[config.mk]
export PLATFORM = sky130hd
export DESIGN_NAME = pmdt_top
export DESIGN_NICKNAME = d
export VERILOG_FILES = /design/src/hw/pmdt_pkg.sv /design/src/hw/pmdt_tick_if.sv /design/src/hw/pmdt_divider.sv /design/src/hw/pmdt_top.sv
export SDC_FILE = /design/constraint.sdc
export NUM_CORES = 1
export LEC_CHECK = 0
export ABC_AREA = 1
export BUFFER_PORTS_ARGS = -buffer_cell sky130_fd_sc_hd__buf_2
export CORE_MARGIN = 8
export CORE_UTILIZATION = 46
export DETAILED_ROUTE_END_ITERATION = 6
export HOLD_SLACK_MARGIN = 0.03
export PLACE_DENSITY = 0.76
export RECOVER_POWER = 25
export SYNTH_ARGS = -nofsm -noshare
export SYNTH_HDL_FRONTEND = slang
export SYNTH_SLANG_ARGS = --single-unit
[constraint.sdc]
create_clock -name ref_clk_in -period 3.4 [get_ports ref_clk_in]
set_input_delay 0.51 -clock ref_clk_in [delete_from_list [all_inputs] [get_ports ref_clk_in]]
set_output_delay 0.51 -clock ref_clk_in [all_outputs]
set_load 0.03 [all_outputs]
[src/hw/pmdt_pkg.sv]
// Package holding the constants and types of the power mode direct transition controller.
package pmdt_pkg;
  typedef enum logic [1:0] {
    PMDT_HIGH,
    PMDT_MEDIUM,
    PMDT_SUB,
    PMDT_SLEEP
  } pmdt_mode_e;
  localparam logic [1:0] PMDT_SUB_DIV1 = 2'h0;
  localparam logic [1:0] PMDT_SUB_DIV4 = 2'h1;
  localparam logic [1:0] PMDT_SUB_DIV8 = 2'h2;
  localparam logic [2:0] PMDT_MED_DIV_LOG2 = 3'h3;
  localparam int PMDT_OLD_CYCLES = 3;
  localparam int PMDT_NEW_CYCLES = 14;
  localparam int PMDT_WAIT_DEFAULT = 8192;
  localparam logic [1:0] PMDT_MODE_RESET = 2'h0;
endpackage : pmdt_pkg

[src/hw/pmdt_tick_if.sv]
// Interface carrying divided clock ticks from the divider to the controller.
`timescale 1ns/10ps
interface pmdt_tick_if;
  logic osc_tick;
  logic med_tick;
  logic sub_tick;
  logic sub_rate_tick;
  modport source (output osc_tick, output med_tick, output sub_tick, output sub_rate_tick);
  modport sink (input osc_tick, input med_tick, input sub_tick, input sub_rate_tick);
endinterface : pmdt_tick_if

[src/hw/pmdt_divider.sv]
// Clock tick divider producing oscillator, medium and subclock rate ticks.
`timescale 1ns/10ps
module pmdt_divider (
  input wire logic clk_in,                  // System clock.
  input wire logic rst_n_in,                // Synchronised reset, active low.
  input wire logic osc_run_in,              // Main oscillator running.
  input wire logic sub_edge_in,             // One subclock period elapsed.
  input wire logic [1:0] sub_rate_select_in, // Subactive rate choice.
  pmdt_tick_if.source tick                  // Tick outputs.
);
  import pmdt_pkg::*;
  logic [2:0] med_cnt_reg;
  logic [2:0] med_cnt_next;
  logic [2:0] sub_cnt_reg;
  logic [2:0] sub_cnt_next;
  always_comb begin
    med_cnt_next = osc_run_in ? 3'(med_cnt_reg + 3'h1) : 3'h0;
    sub_cnt_next = sub_edge_in ? 3'(sub_cnt_reg + 3'h1) : sub_cnt_reg;
  end
  always_ff @(posedge clk_in or negedge rst_n_in) begin
    if (!rst_n_in) begin
      med_cnt_reg <= 3'h0;
      sub_cnt_reg <= 3'h0;
    end else begin
      med_cnt_reg <= med_cnt_next;
      sub_cnt_reg <= sub_cnt_next;
    end
  end
  assign tick.osc_tick = osc_run_in;
  assign tick.med_tick = osc_run_in && (med_cnt_reg == 3'h7);
  assign tick.sub_tick = sub_edge_in;
  always_comb begin
    case (sub_rate_select_in)
      PMDT_SUB_DIV1: tick.sub_rate_tick = sub_edge_in;
      PMDT_SUB_DIV4: tick.sub_rate_tick = sub_edge_in && (sub_cnt_reg[1:0] == 2'h3);
      default: tick.sub_rate_tick = sub_edge_in && (sub_cnt_reg == 3'h7);
    endcase
  end
endmodule : pmdt_divider

[src/hw/pmdt_top.sv]
// Power mode controller performing direct transitions between speed modes.
`timescale 1ns/10ps
module pmdt_top (
  input wire logic ref_clk_in,                   // System clock, 10 MHz.
  input wire logic resetn_in,                    // Asynchronous reset, active low.
  input wire logic sub_edge_in,                  // Subclock period pulse, from a pin domain.
  input wire logic sleep_exec_in,                // Sleep instruction executed, pulse.
  input wire logic [1:0] target_in,              // Requested mode: 0 high, 1 medium, 2 sub.
  input wire logic [1:0] sub_rate_select_in,     // Subactive rate choice.
  input wire logic direct_enable_in,             // Direct transition enable of wakeup_enable_two.
  input wire logic int_mask_in,                  // Interrupt mask flag of cpu_flags_word.
  input wire logic [15:0] osc_wait_in,           // Oscillator wait in states.
  output logic [1:0] mode_out,                   // Present mode.
  output logic osc_enable_out,                   // Main oscillator enable.
  output logic adc_pwm_enable_out,               // ADC and PWM run enable.
  output logic cpu_tick_out,                     // CPU clock tick.
  output logic busy_out,                         // Transition in progress.
  output logic stuck_out                         // Halted with no way back.
);
  import pmdt_pkg::*;
  typedef enum logic [1:0] {
    PMDT_IDLE,
    PMDT_OLD,
    PMDT_WAIT,
    PMDT_NEW
  } pmdt_state_e;
  logic rst_a_reg;
  logic rst_n;
  logic [2:0] sub_sync_reg;
  logic sub_pulse;
  pmdt_tick_if tick ();
  pmdt_state_e st_reg;
  pmdt_state_e st_next;
  pmdt_mode_e mode_reg;
  pmdt_mode_e mode_next;
  pmdt_mode_e tgt_reg;
  pmdt_mode_e tgt_next;
  logic [15:0] cnt_reg;
  logic [15:0] cnt_next;
  logic stuck_reg;
  logic stuck_next;
  logic tick_reg;
  logic tick_next;
  logic old_tick;
  logic new_tick;
  logic osc_run;
  // Reset released through two stages so all logic leaves reset on one edge.
  always_ff @(posedge ref_clk_in or negedge resetn_in) begin
    if (!resetn_in) begin
      rst_a_reg <= 1'b0;
      rst_n <= 1'b0;
    end else begin
      rst_a_reg <= 1'b1;
      rst_n <= rst_a_reg;
    end
  end
  // Subclock arrives from another domain; only the later two stages are compared.
  always_ff @(posedge ref_clk_in or negedge rst_n) begin
    if (!rst_n) begin
      sub_sync_reg <= 3'h0;
    end else begin
      sub_sync_reg <= {sub_sync_reg[1:0], sub_edge_in};
    end
  end
  assign sub_pulse = sub_sync_reg[1] && !sub_sync_reg[2];
  assign osc_run = (mode_reg != PMDT_SUB) || (st_reg == PMDT_WAIT) || (st_reg == PMDT_NEW);
  pmdt_divider u_div (
    .clk_in(ref_clk_in),
    .rst_n_in(rst_n),
    .osc_run_in(osc_run),
    .sub_edge_in(sub_pulse),
    .sub_rate_select_in(sub_rate_select_in),
    .tick(tick)
  );
  function automatic logic rate_tick(input pmdt_mode_e m, input logic o, input logic md,
                                     input logic s);
    case (m)
      PMDT_HIGH: rate_tick = o;
      PMDT_MEDIUM: rate_tick = md;
      PMDT_SUB: rate_tick = s;
      default: rate_tick = 1'b0;
    endcase
  endfunction : rate_tick
  assign old_tick = rate_tick(mode_reg, tick.osc_tick, tick.med_tick, tick.sub_rate_tick);
  assign new_tick = rate_tick(tgt_reg, tick.osc_tick, tick.med_tick, tick.sub_rate_tick);
  always_comb begin
    st_next = st_reg;
    mode_next = mode_reg;
    tgt_next = tgt_reg;
    cnt_next = cnt_reg;
    stuck_next = stuck_reg;
    tick_next = 1'b0;
    case (st_reg)
      PMDT_IDLE: begin
        tick_next = (mode_reg == PMDT_SLEEP) ? 1'b0 : old_tick;
        if (sleep_exec_in && (mode_reg != PMDT_SLEEP) && !stuck_reg) begin
          if (!direct_enable_in) begin
            mode_next = PMDT_SLEEP;
          end else if (int_mask_in) begin
            mode_next = PMDT_SLEEP;
            stuck_next = 1'b1;
          end else if (target_in != 2'(mode_reg) && target_in != 2'(PMDT_SLEEP)) begin
            tgt_next = pmdt_mode_e'(target_in);
            st_next = PMDT_OLD;
            cnt_next = 16'(PMDT_OLD_CYCLES);
          end
        end
      end
      PMDT_OLD: begin
        if (old_tick) begin
          cnt_next = 16'(cnt_reg - 16'h1);
          if (cnt_reg == 16'h1) begin
            if (mode_reg == PMDT_SUB) begin
              st_next = PMDT_WAIT;
              cnt_next = osc_wait_in;
            end else begin
              st_next = PMDT_NEW;
              cnt_next = 16'(PMDT_NEW_CYCLES);
            end
          end
        end
      end
      PMDT_WAIT: begin
        if (tick.osc_tick) begin
          cnt_next = 16'(cnt_reg - 16'h1);
          if (cnt_reg <= 16'h1) begin
            st_next = PMDT_NEW;
            cnt_next = 16'(PMDT_NEW_CYCLES);
          end
        end
      end
      PMDT_NEW: begin
        if (new_tick) begin
          cnt_next = 16'(cnt_reg - 16'h1);
          if (cnt_reg == 16'h1) begin
            st_next = PMDT_IDLE;
            mode_next = tgt_reg;
          end
        end
      end
      default: st_next = PMDT_IDLE;
    endcase
  end
  always_ff @(posedge ref_clk_in or negedge rst_n) begin
    if (!rst_n) begin
      st_reg <= PMDT_IDLE;
      mode_reg <= PMDT_HIGH;
      tgt_reg <= PMDT_HIGH;
      cnt_reg <= 16'h0;
      stuck_reg <= 1'b0;
      tick_reg <= 1'b0;
      mode_out <= PMDT_MODE_RESET;
      osc_enable_out <= 1'b1;
      adc_pwm_enable_out <= 1'b1;
      busy_out <= 1'b0;
    end else begin
      st_reg <= st_next;
      mode_reg <= mode_next;
      tgt_reg <= tgt_next;
      cnt_reg <= cnt_next;
      stuck_reg <= stuck_next;
      tick_reg <= tick_next;
      mode_out <= 2'(mode_next);
      osc_enable_out <= (mode_next != PMDT_SUB) || (st_next != PMDT_IDLE);
      adc_pwm_enable_out <= (mode_next == PMDT_HIGH) || (mode_next == PMDT_MEDIUM);
      busy_out <= (st_next != PMDT_IDLE);
    end
  end
  assign cpu_tick_out = tick_reg;
  assign stuck_out = stuck_reg;
endmodule : pmdt_top

# Word-level counts from Yosys, hierarchy flattened
# Cells that the tools add are included.
# Widths: inputs -> output; s select.
# word_totals
regBits	38
inputBits	26
out_inout_bits	7
elab_cells	102
# classes
add_sub_neg	3
magnitude_cmp	1
n_eq_ne	26
n_mux	35
bitwise_logic	1
n_reduce_logical	22
# ops
cell	count
$mux 16	10
$pmux 16 s4	1
$mux 2	15
$ne 2x2->1 const B	11
$eq 16x1->1 const B	1
$le 16x1->1 const B	1
$sub 16x1->16 const B	1
$eq 2x2->1 const B	6
$eq 2x1->1 const B	5
$logic_not 2->1	5
$pmux 2 s4	1
$logic_and 1x1->1	7
$reduce_and 7->1	1
$add 3x1->3 const B	2
$eq 3x3->1 const B	2
$pmux 1 s3	2
$reduce_and 5->1	1
$logic_or 1x1->1	4
$pmux 2 s2	1
$reduce_and 4->1	1
$mux 1	3
$mux 3	1
$logic_not 1->1	2
$ne 2x2->1	1
other kinds (3)	3

# Longest topological paths before layout
# Gate-level depths: netlist of the first run.
# logic_depth
word_depth	9
mapped_depth	14
ltp_nobuf	14

# Cells and area by module
# From an unflattened synthesis of the first run, not the netlist that was laid out.
# unflattened
hier_cells	383
hier_area_um2	2625.0
# by_module_without_submodules
module	n_inst	cells_each	area_each_um2	seq_area_each_um2
pmdt_top	1	349	2319.7	803.3
pmdt_divider	1	34	305.3	150.1

# Worst setup path before layout of the first run
# Ideal clock, no wire load.
# synth_path
path_type	reg2reg
startpoint	register st_reg[0]
endpoint	register cnt_reg[14]
setup_time_ps	117
t_arrival_ps	1626
required_ps	3283
setup_slack_ps	1656
stages_incl_launch_ff	14
n_path_buf	1
synth_period_minus_slack_ps	1744
cell_sequence	dfrtp_1 > inv_1 > ha_1 > nor2_2 > nand3_1 > nand2_1 > inv_2 > nand2_1 > nand2_1 > nand2_1 > nor2_4 > buf_6 > nand3_1 > nand2_1
# synth_via
elab_chain_cells	7
elab_cells_between_ends	18
cone_classes	eq/ne (10); mux (3); reduce/logical (5)
# synth_rtl
item	line_no	rtl
start, declared	pmdt_top.sv:32	pmdt_state_e st_reg;
start signal, assigned	pmdt_top.sv:157	st_reg <= st_next;
$eq 2x2->1	pmdt_top.sv:66, pmdt_top.sv:93	
$logic_or 1x1->1 (2 in series)	pmdt_top.sv:66	assign osc_run = (mode_reg != PMDT_SUB) || (st_reg == PMDT_WAIT) || (st_reg == PMDT_NEW);
$logic_and 1x1->1	pmdt_divider.sv:30	assign tick.med_tick = osc_run_in && (med_cnt_reg == 3'h7);
$pmux 1 s3	pmdt_top.sv:77	case (m)
$ne 2x2->1 (no line)	-	
$reduce_and 7->1 (no line)	-	
end signal, assigned	pmdt_top.sv:160	cnt_reg <= cnt_next;
end, declared	pmdt_top.sv:38	logic [15:0] cnt_reg;
# Several ways; a longest one is shown, not always the timed one.
# A chain may end at the register's enable or synchronous reset.

# Worst setup path in the final report of the first run
# layout_path
startpoint	register st_reg[1]
endpoint	register cnt_reg[15]
# Same word-level chain as after synthesis.

==> flow_summary.yaml, run 1 <==
floorplan:
  start_util: 0.4648
  dieHeight_microns: 89.91
  core_area_sq_um: 5405
  die-area_sq_um: 8083
  row_count: 27
  fp.dieW_microns: 89.91
  io_pins: 33
place:
  placed_cell_area_sq_um: 2738
  io_buffers: 32
  dpl.hpwl_microns: 4240
  finalWeightedCongestion: 0.9312
sta:
  slew_headroom: 0.3670
  fin_tns_setup_ns: 0
  setup_viol: 0
  rsz0062_at_grt: "no"
  fin_skew_ns: 0.007858
  slew_viol_final: 0
  min_period_ns: 2.292
  fmax_ghz: 0.4363
  fin_crit_sh: 0.6740
  final_hold_viol_count: 0
  worst_slew_pin_slew_ns: 0.9460
run_status:
  outcome: "finished clean"
routing:
  m1WireLength_microns: 2555
  dr_wl_met3_microns: 268
  post-route-drc-count: 0
  totalWireLength_microns: 5641
  wl_per_cell_microns: 12.65
  route.met2.wl_microns: 2733
  via_per_inst: 5.067
  drtPass1Iterations: 4
  drt_iter0_drc: 104
  top_layer_used: "met4"
  antenna_left: 0
  num_vias: 2260
setup_path:
  crit_fanout: 13
  r2r_setup_slack_ns: 1.11
  end_kind: "flop"
  required_ns: 3.64
  worstPathArrival_ns: 2.53
  critPathKind: "reg -> reg"
  critPathLaunchType: "flop"
synthesis:
  ys_ff_latch: 38
  synth_xor_area_frac: 0.04183
  synthTopCellsByArea: "dfrtp_1 (36%), nand2_1 (17%), nand3_1 (5.4%), inv_1 (5.2%), ha_1 (5.0%)"
  yosysMostFrequentCell: "nand2_1"
  async_flop_share: 1.000
  synth_top_family_by_area: "simple AND/OR/NAND/NOR gates"
  synth_area_sq_um: 2512
  synth_fa_ha_area_frac: 0.04980
  synth_top_cell_by_area: "dfrtp_1"
  synthFlopType: "dfrtp_1"
  synth_compound_gate_area_share: 0.09562
  netlist_top_cells_count: "nand2_1 (111), dfrtp_1 (36), inv_1 (35), nand3_1 (27), nor2_1 (26)"
  synthDistinctLibCells: 35
  yosys.area_share.simple: 0.3481
  yosys.area.top_type_share: 0.3586
  synth_mux_area_frac: 0.008964
  syn_avg_cell_area_sq_um: 7.477
  synth_edf_count: 0
  ys_seq_area_frac: 0.3795
  yosysWarnings: 0
  synth_nets: 372
  synthCells: 336
global_routing:
  antenna_found_initial: 0
  first_global_vias: 2316
  gr-usage-all-layers: 0.1483
  grt_max_degree: 22
  grt_pass1_wl_microns: 10160
  grt_overflow: 0
layout:
  drive_gt1_frac: 0.1845
  fillers: 526
  nNetsFinal: 409
  fin_area_sq_um: 2841
  regArea_sq_um: 953.4
  area_growth_pct: 13.10
  largest_register_ffs: 16
  antenna_cells: 0
  multi_input_comb_area_sq_um: 1371
clock_tree:
  clk_pin_slew_ns: 0.08
  clockBufferDepth: 2
  cts_resized: 0
  cts_root_buffer: "clkbuf_8"
  clk_latency_ns: 0.29
  clock_sinks: 38
  numCtsBuffers: 5
  h-tree-depth: 2
  cts_tree: "done"
flow_run:
  max_cap_viol_count: 0
worst_hold_path:
  hp-class: "reg -> async"
pwr:
  vdd_ir_drop_max_uv: 285.6
  power_leakage_nw: 1.439
  power_density_nw_per_um2: 313.1
path summary, 6_finish.rpt:
check / end / cells after the start / start
min in group ref_clk_in: sub_sync_reg[0] / 1 / sub_edge_in
setup / recovery: cnt_reg[15] / 8 / st_reg[1]
hold reg to reg: cnt_reg[11] / 0 / rst_n
setup reg to reg: cnt_reg[15] / 8 / st_reg[1]
max in group asynchronous: u_div.sub_cnt_reg[2] / 1 / rst_n
hold / removal: cnt_reg[11] / 0 / rst_n
power by group:
group          switching, mW  internal [mW]
registers             0.0145          0.473
clock network          0.166          0.163
logic                 0.0311         0.0413
critical path, stage by stage (launching register included):
cell	delay, ns
dfrtp_1	0.42
inv_1	0.12
ha_1	0.25
inv_1	0.13
nor2_1	0.75
a21oi_1	0.20
o21ai_0	0.19
nand3_1	0.09
nand2_1	0.07
cells by family after synthesis:
family / count (synthesis)
flip-flops: 38
other: 1
adder cells (fa/ha/maj): 10
XOR/XNOR: 12
multiplexers: 2
AND/OR/NAND/NOR: 188
AO/OA/AOI/OAI: 43
buffers and inverters: 42
per-layer routing:
layer	vias up	global-route usage
li1	1138	-
met1	1061	0.1706
met2	52	0.2589
met3	9	0.03658
met4	0	0.05548
met5	-	0
area by class of cell:
cell class,instances,area share
multi-input combinational,256,0.4826
sequential,38,0.3355
timing repair buffer,34,0.06209
inverter,38,0.05460
tap,72,0.03170
clock buffer,6,0.02906
clock inverter,2,0.004403
placed cells by master (no fill, tap or decap), types with 2 or more instances in the layout:
| cell type | Yosys | routed |
|---|---|---|
| nand2_1 | 111 | 111 |
| dfrtp_1 | 36 | 36 |
| inv_1 | 35 | 35 |
| buf_2 | 2 | 31 |
| nand3_1 | 27 | 27 |
| nor2_1 | 26 | 26 |
| o21ai_0 | 16 | 16 |
| a21oi_1 | 12 | 12 |
| ha_1 | 10 | 10 |
| xor2_1 | 9 | 9 |
| o21ai_1 | 7 | 7 |
| clkbuf_8 | 0 | 6 |
| nor2_2 | 5 | 5 |
| nand2_2 | 5 | 5 |
| nor2_4 | 4 | 4 |
| xnor2_1 | 3 | 3 |
| inv_2 | 2 | 2 |
| nand3b_1 | 2 | 2 |
| nor2_8 | 2 | 2 |
| nor3_2 | 2 | 2 |
| mux2_2 | 2 | 2 |
| o211ai_1 | 2 | 2 |
| dfstp_2 | 2 | 2 |
metrics by stage:
stage | cells | hold slack, ns | setup WS, ns | utilization | power, mW
after floorplan | 336 | 0.2144 | 1.656 | - | 0.5397
after global placement | 437 | 0.2758 | 1.209 | 0.5065 | 0.5646
after detailed placement | 437 | 0.2903 | 1.114 | 0.5065 | 0.5718
after CTS | 446 | 0.2869 | 1.091 | 0.5259 | 0.9036
after global routing | 446 | 0.3122 | 0.7751 | 0.5257 | 0.9306
final | 446 | 0.2587 | 1.108 | 0.5257 | 0.8898
timing repair:
action | 4_1_cts | 5_1_grt
hold buffers | 1 | 0
endpoints found under the hold margin | 2 | 0
buffers inserted | 0 | 0
Power figures use the tool's default switching activity.
==> run 2: changes to the inputs <==
Settings changed: ABC_AREA 1 to 0, PLACE_DENSITY 0.76 to 0.79.
Clock period 3.4 ns to 2.1 ns, I/O delays scaled along.
==> flow_summary.yaml, run 2 <==
synthesis:
  synth_nets: 291
  yosys.area.top_type_share: 0.3770
  syn_avg_cell_area_sq_um: 9.372
  synth_area_sq_um: 2390
  synthCells: 255
  synthDistinctLibCells: 62
  async_flop_share: 1.000
  synth_edf_count: 0
  ys_seq_area_frac: 0.3990
  synthFlopType: "dfrtp_1"
  ys_ff_latch: 38
  netlist_top_cells_count: "dfrtp_1 (36), nand2_1 (25), nor2_1 (17), inv_1 (14)"
  synth_top_cell_by_area: "dfrtp_1"
  yosysMostFrequentCell: "dfrtp_1"
  yosysWarnings: 0
  synthTopCellsByArea: "dfrtp_1 (38%), ha_1 (5.2%), nand2_1 (3.9%), nor2_1 (2.7%), xor2_1 (2.6%)"
sta:
  setup_viol: 22
  fin_tns_setup_ns: -3.744
  fin_crit_sh: 1.122
  setup_slack_ns: -0.2571
  slew_headroom: 0.3959
  worst_hold_slack_ns: 0.1233
  slew_viol_final: 0
  fin_skew_ns: 0.004632
  min_period_ns: 2.357
  final_hold_viol_count: 0
  fmax_ghz: 0.4242
  worst_slew_pin_slew_ns: 0.9061
  rsz0062_at_grt: "yes"
setup_path:
  critPathKind: "reg -> reg"
  worstPathCellList: "or4_4 -> nor4_4 -> buf_4 -> and2_4 -> and3_4 -> buf_12 -> a22oi_1 -> o21ai_1"
  cpPeakStageDelay_ns: 0.57
  end_kind: "flop"
  worstPathArrival_ns: 2.58
  required_ns: 2.32
  cp_slowest_cell: "or4_4"
  cp_num_buf_inv: 2
  critPathLaunchType: "flop"
  crit_fanout: 5
  path_delay_family: "simple AND/OR/NAND/NOR gates"
  r2r_setup_slack_ns: -0.26
pwr:
  power_mw: 1.674
  vdd_ir_drop_max_uv: 438.7
  power_leakage_nw: 1.687
  power_density_nw_per_um2: 460.5
place:
  finalWeightedCongestion: 0.9498
  io_buffers: 32
  place_ws_ns: -0.2942
  placed_cell_area_sq_um: 3114
  placed_cells: 407
  dpl.hpwl_microns: 5250
worst_hold_path:
  hp-class: "in -> reg"
global_routing:
  gr-usage-all-layers: 0.1994
  grt_overflow: 0
  grt_max_degree: 21
  antenna_found_initial: 0
  grt_pass1_wl_microns: 12000
  first_global_vias: 2550
routing:
  via_per_inst: 5.583
  wl_per_cell_microns: 17.41
  drt_iter0_drc: 104
  totalWireLength_microns: 7471
  antenna_left: 0
  num_vias: 2395
  post-route-drc-count: 0
  drtPass1Iterations: 4
layout:
  area_growth_pct: 52.09
  multi_input_comb_area_sq_um: 1598
  regArea_sq_um: 953.4
  postLayoutCoreUtil: 0.7162
  final_cell_mix: "buf_4 (60), dfrtp_1 (36), buf_2 (31)"
  fin_area_sq_um: 3635
  nNetsFinal: 394
  instances_no_fill: 429
  antenna_cells: 0
  fillers: 396
  final_common_cell: "buf_4"
  drive_gt1_frac: 0.4791
  largest_register_ffs: 16
floorplan:
  core_area_sq_um: 5075
  start_util: 0.4709
  dieHeight_microns: 88.08
  row_count: 26
  die-area_sq_um: 7757
  fp.dieW_microns: 88.08
  io_pins: 33
clock_tree:
  cts_root_buffer: "clkbuf_8"
  clockBufferDepth: 2
  numCtsBuffers: 5
  h-tree-depth: 2
  clk_latency_ns: 0.30
  clock_sinks: 38
  cts_tree: "done"
  clk_pin_slew_ns: 0.08
flow_run:
  max_cap_viol_count: 0
run_status:
  violations: "negative setup slack"
  outcome: "finished with violations"
[run 2: cell types whose count changed in the layout (fill, tap and decap cells not counted), sizes merged, moves of 5 or more]
cell	delta
a22oi	+8
buf	+70
inv	-23
nand2	-91
nand2b	+8
nand3	-25
nor2	-20
nor2b	+7
nor4	+7
o21ai	-9
or3	+5
[run 2: final timing paths]
path                       depth (start not counted)                   end         from
setup / recovery                                   8            cnt_reg[7]   cnt_reg[7]
hold / removal                                     1       sub_sync_reg[0]  sub_edge_in
setup reg to reg                                   8            cnt_reg[7]   cnt_reg[7]
hold reg to reg                                    1  u_div.med_cnt_reg[1]        rst_n
max in group asynchronous                          1           cnt_reg[13]        rst_n
min in group asynchronous                          1  u_div.med_cnt_reg[1]        rst_n
[run 2: cells by family after synthesis]
family,synth area share
AND/OR/NAND/NOR,0.2215
AO/OA/AOI/OAI,0.2361
flip-flops,0.3990
buffers and inverters,0.04712
adder cells (fa/ha/maj),0.05236
XOR/XNOR,0.03299
multiplexers,0.009423
other,0.001569
[run 2: layout make-up]
class,count,area share
Timing Repair Buffer,106,0.2217
Tap cell,70,0.02410
Clock inverter,3,0.01893
Inverter,14,0.01446
Clock buffer,5,0.01893
Sequential cell,38,0.2623
Multi-Input combinational cell,193,0.4396
[run 2: routing by layer]
metal / part of all wire / global-route usage / up-vias
met4: 0.036 / 0.09217 / 0
li1: - / - / 1129
met3: 0.054 / 0.04503 / 27
met5: 0 / 0 / -
met2: 0.52 / 0.3536 / 85
met1: 0.39 / 0.2204 / 1154
[run 2: power breakdown]
group          switching, mW  total, mW  leakage (nW)  internal [mW]
clock network          0.273      0.749        0.0683          0.476
registers             0.0183      0.783         0.447          0.765
logic                 0.0719      0.142          1.17         0.0699
[run 2: repair_timing]
item / CTS / global route
pin swaps: 18 / 18
cloned: 1 / 1
gates resized for setup: 49 / 11
endpoints found under the setup margin: 23 / 23
hold buffers: 1 / 0
buffers inserted: 6 / 6
hold endpoints to repair: 2 / 0
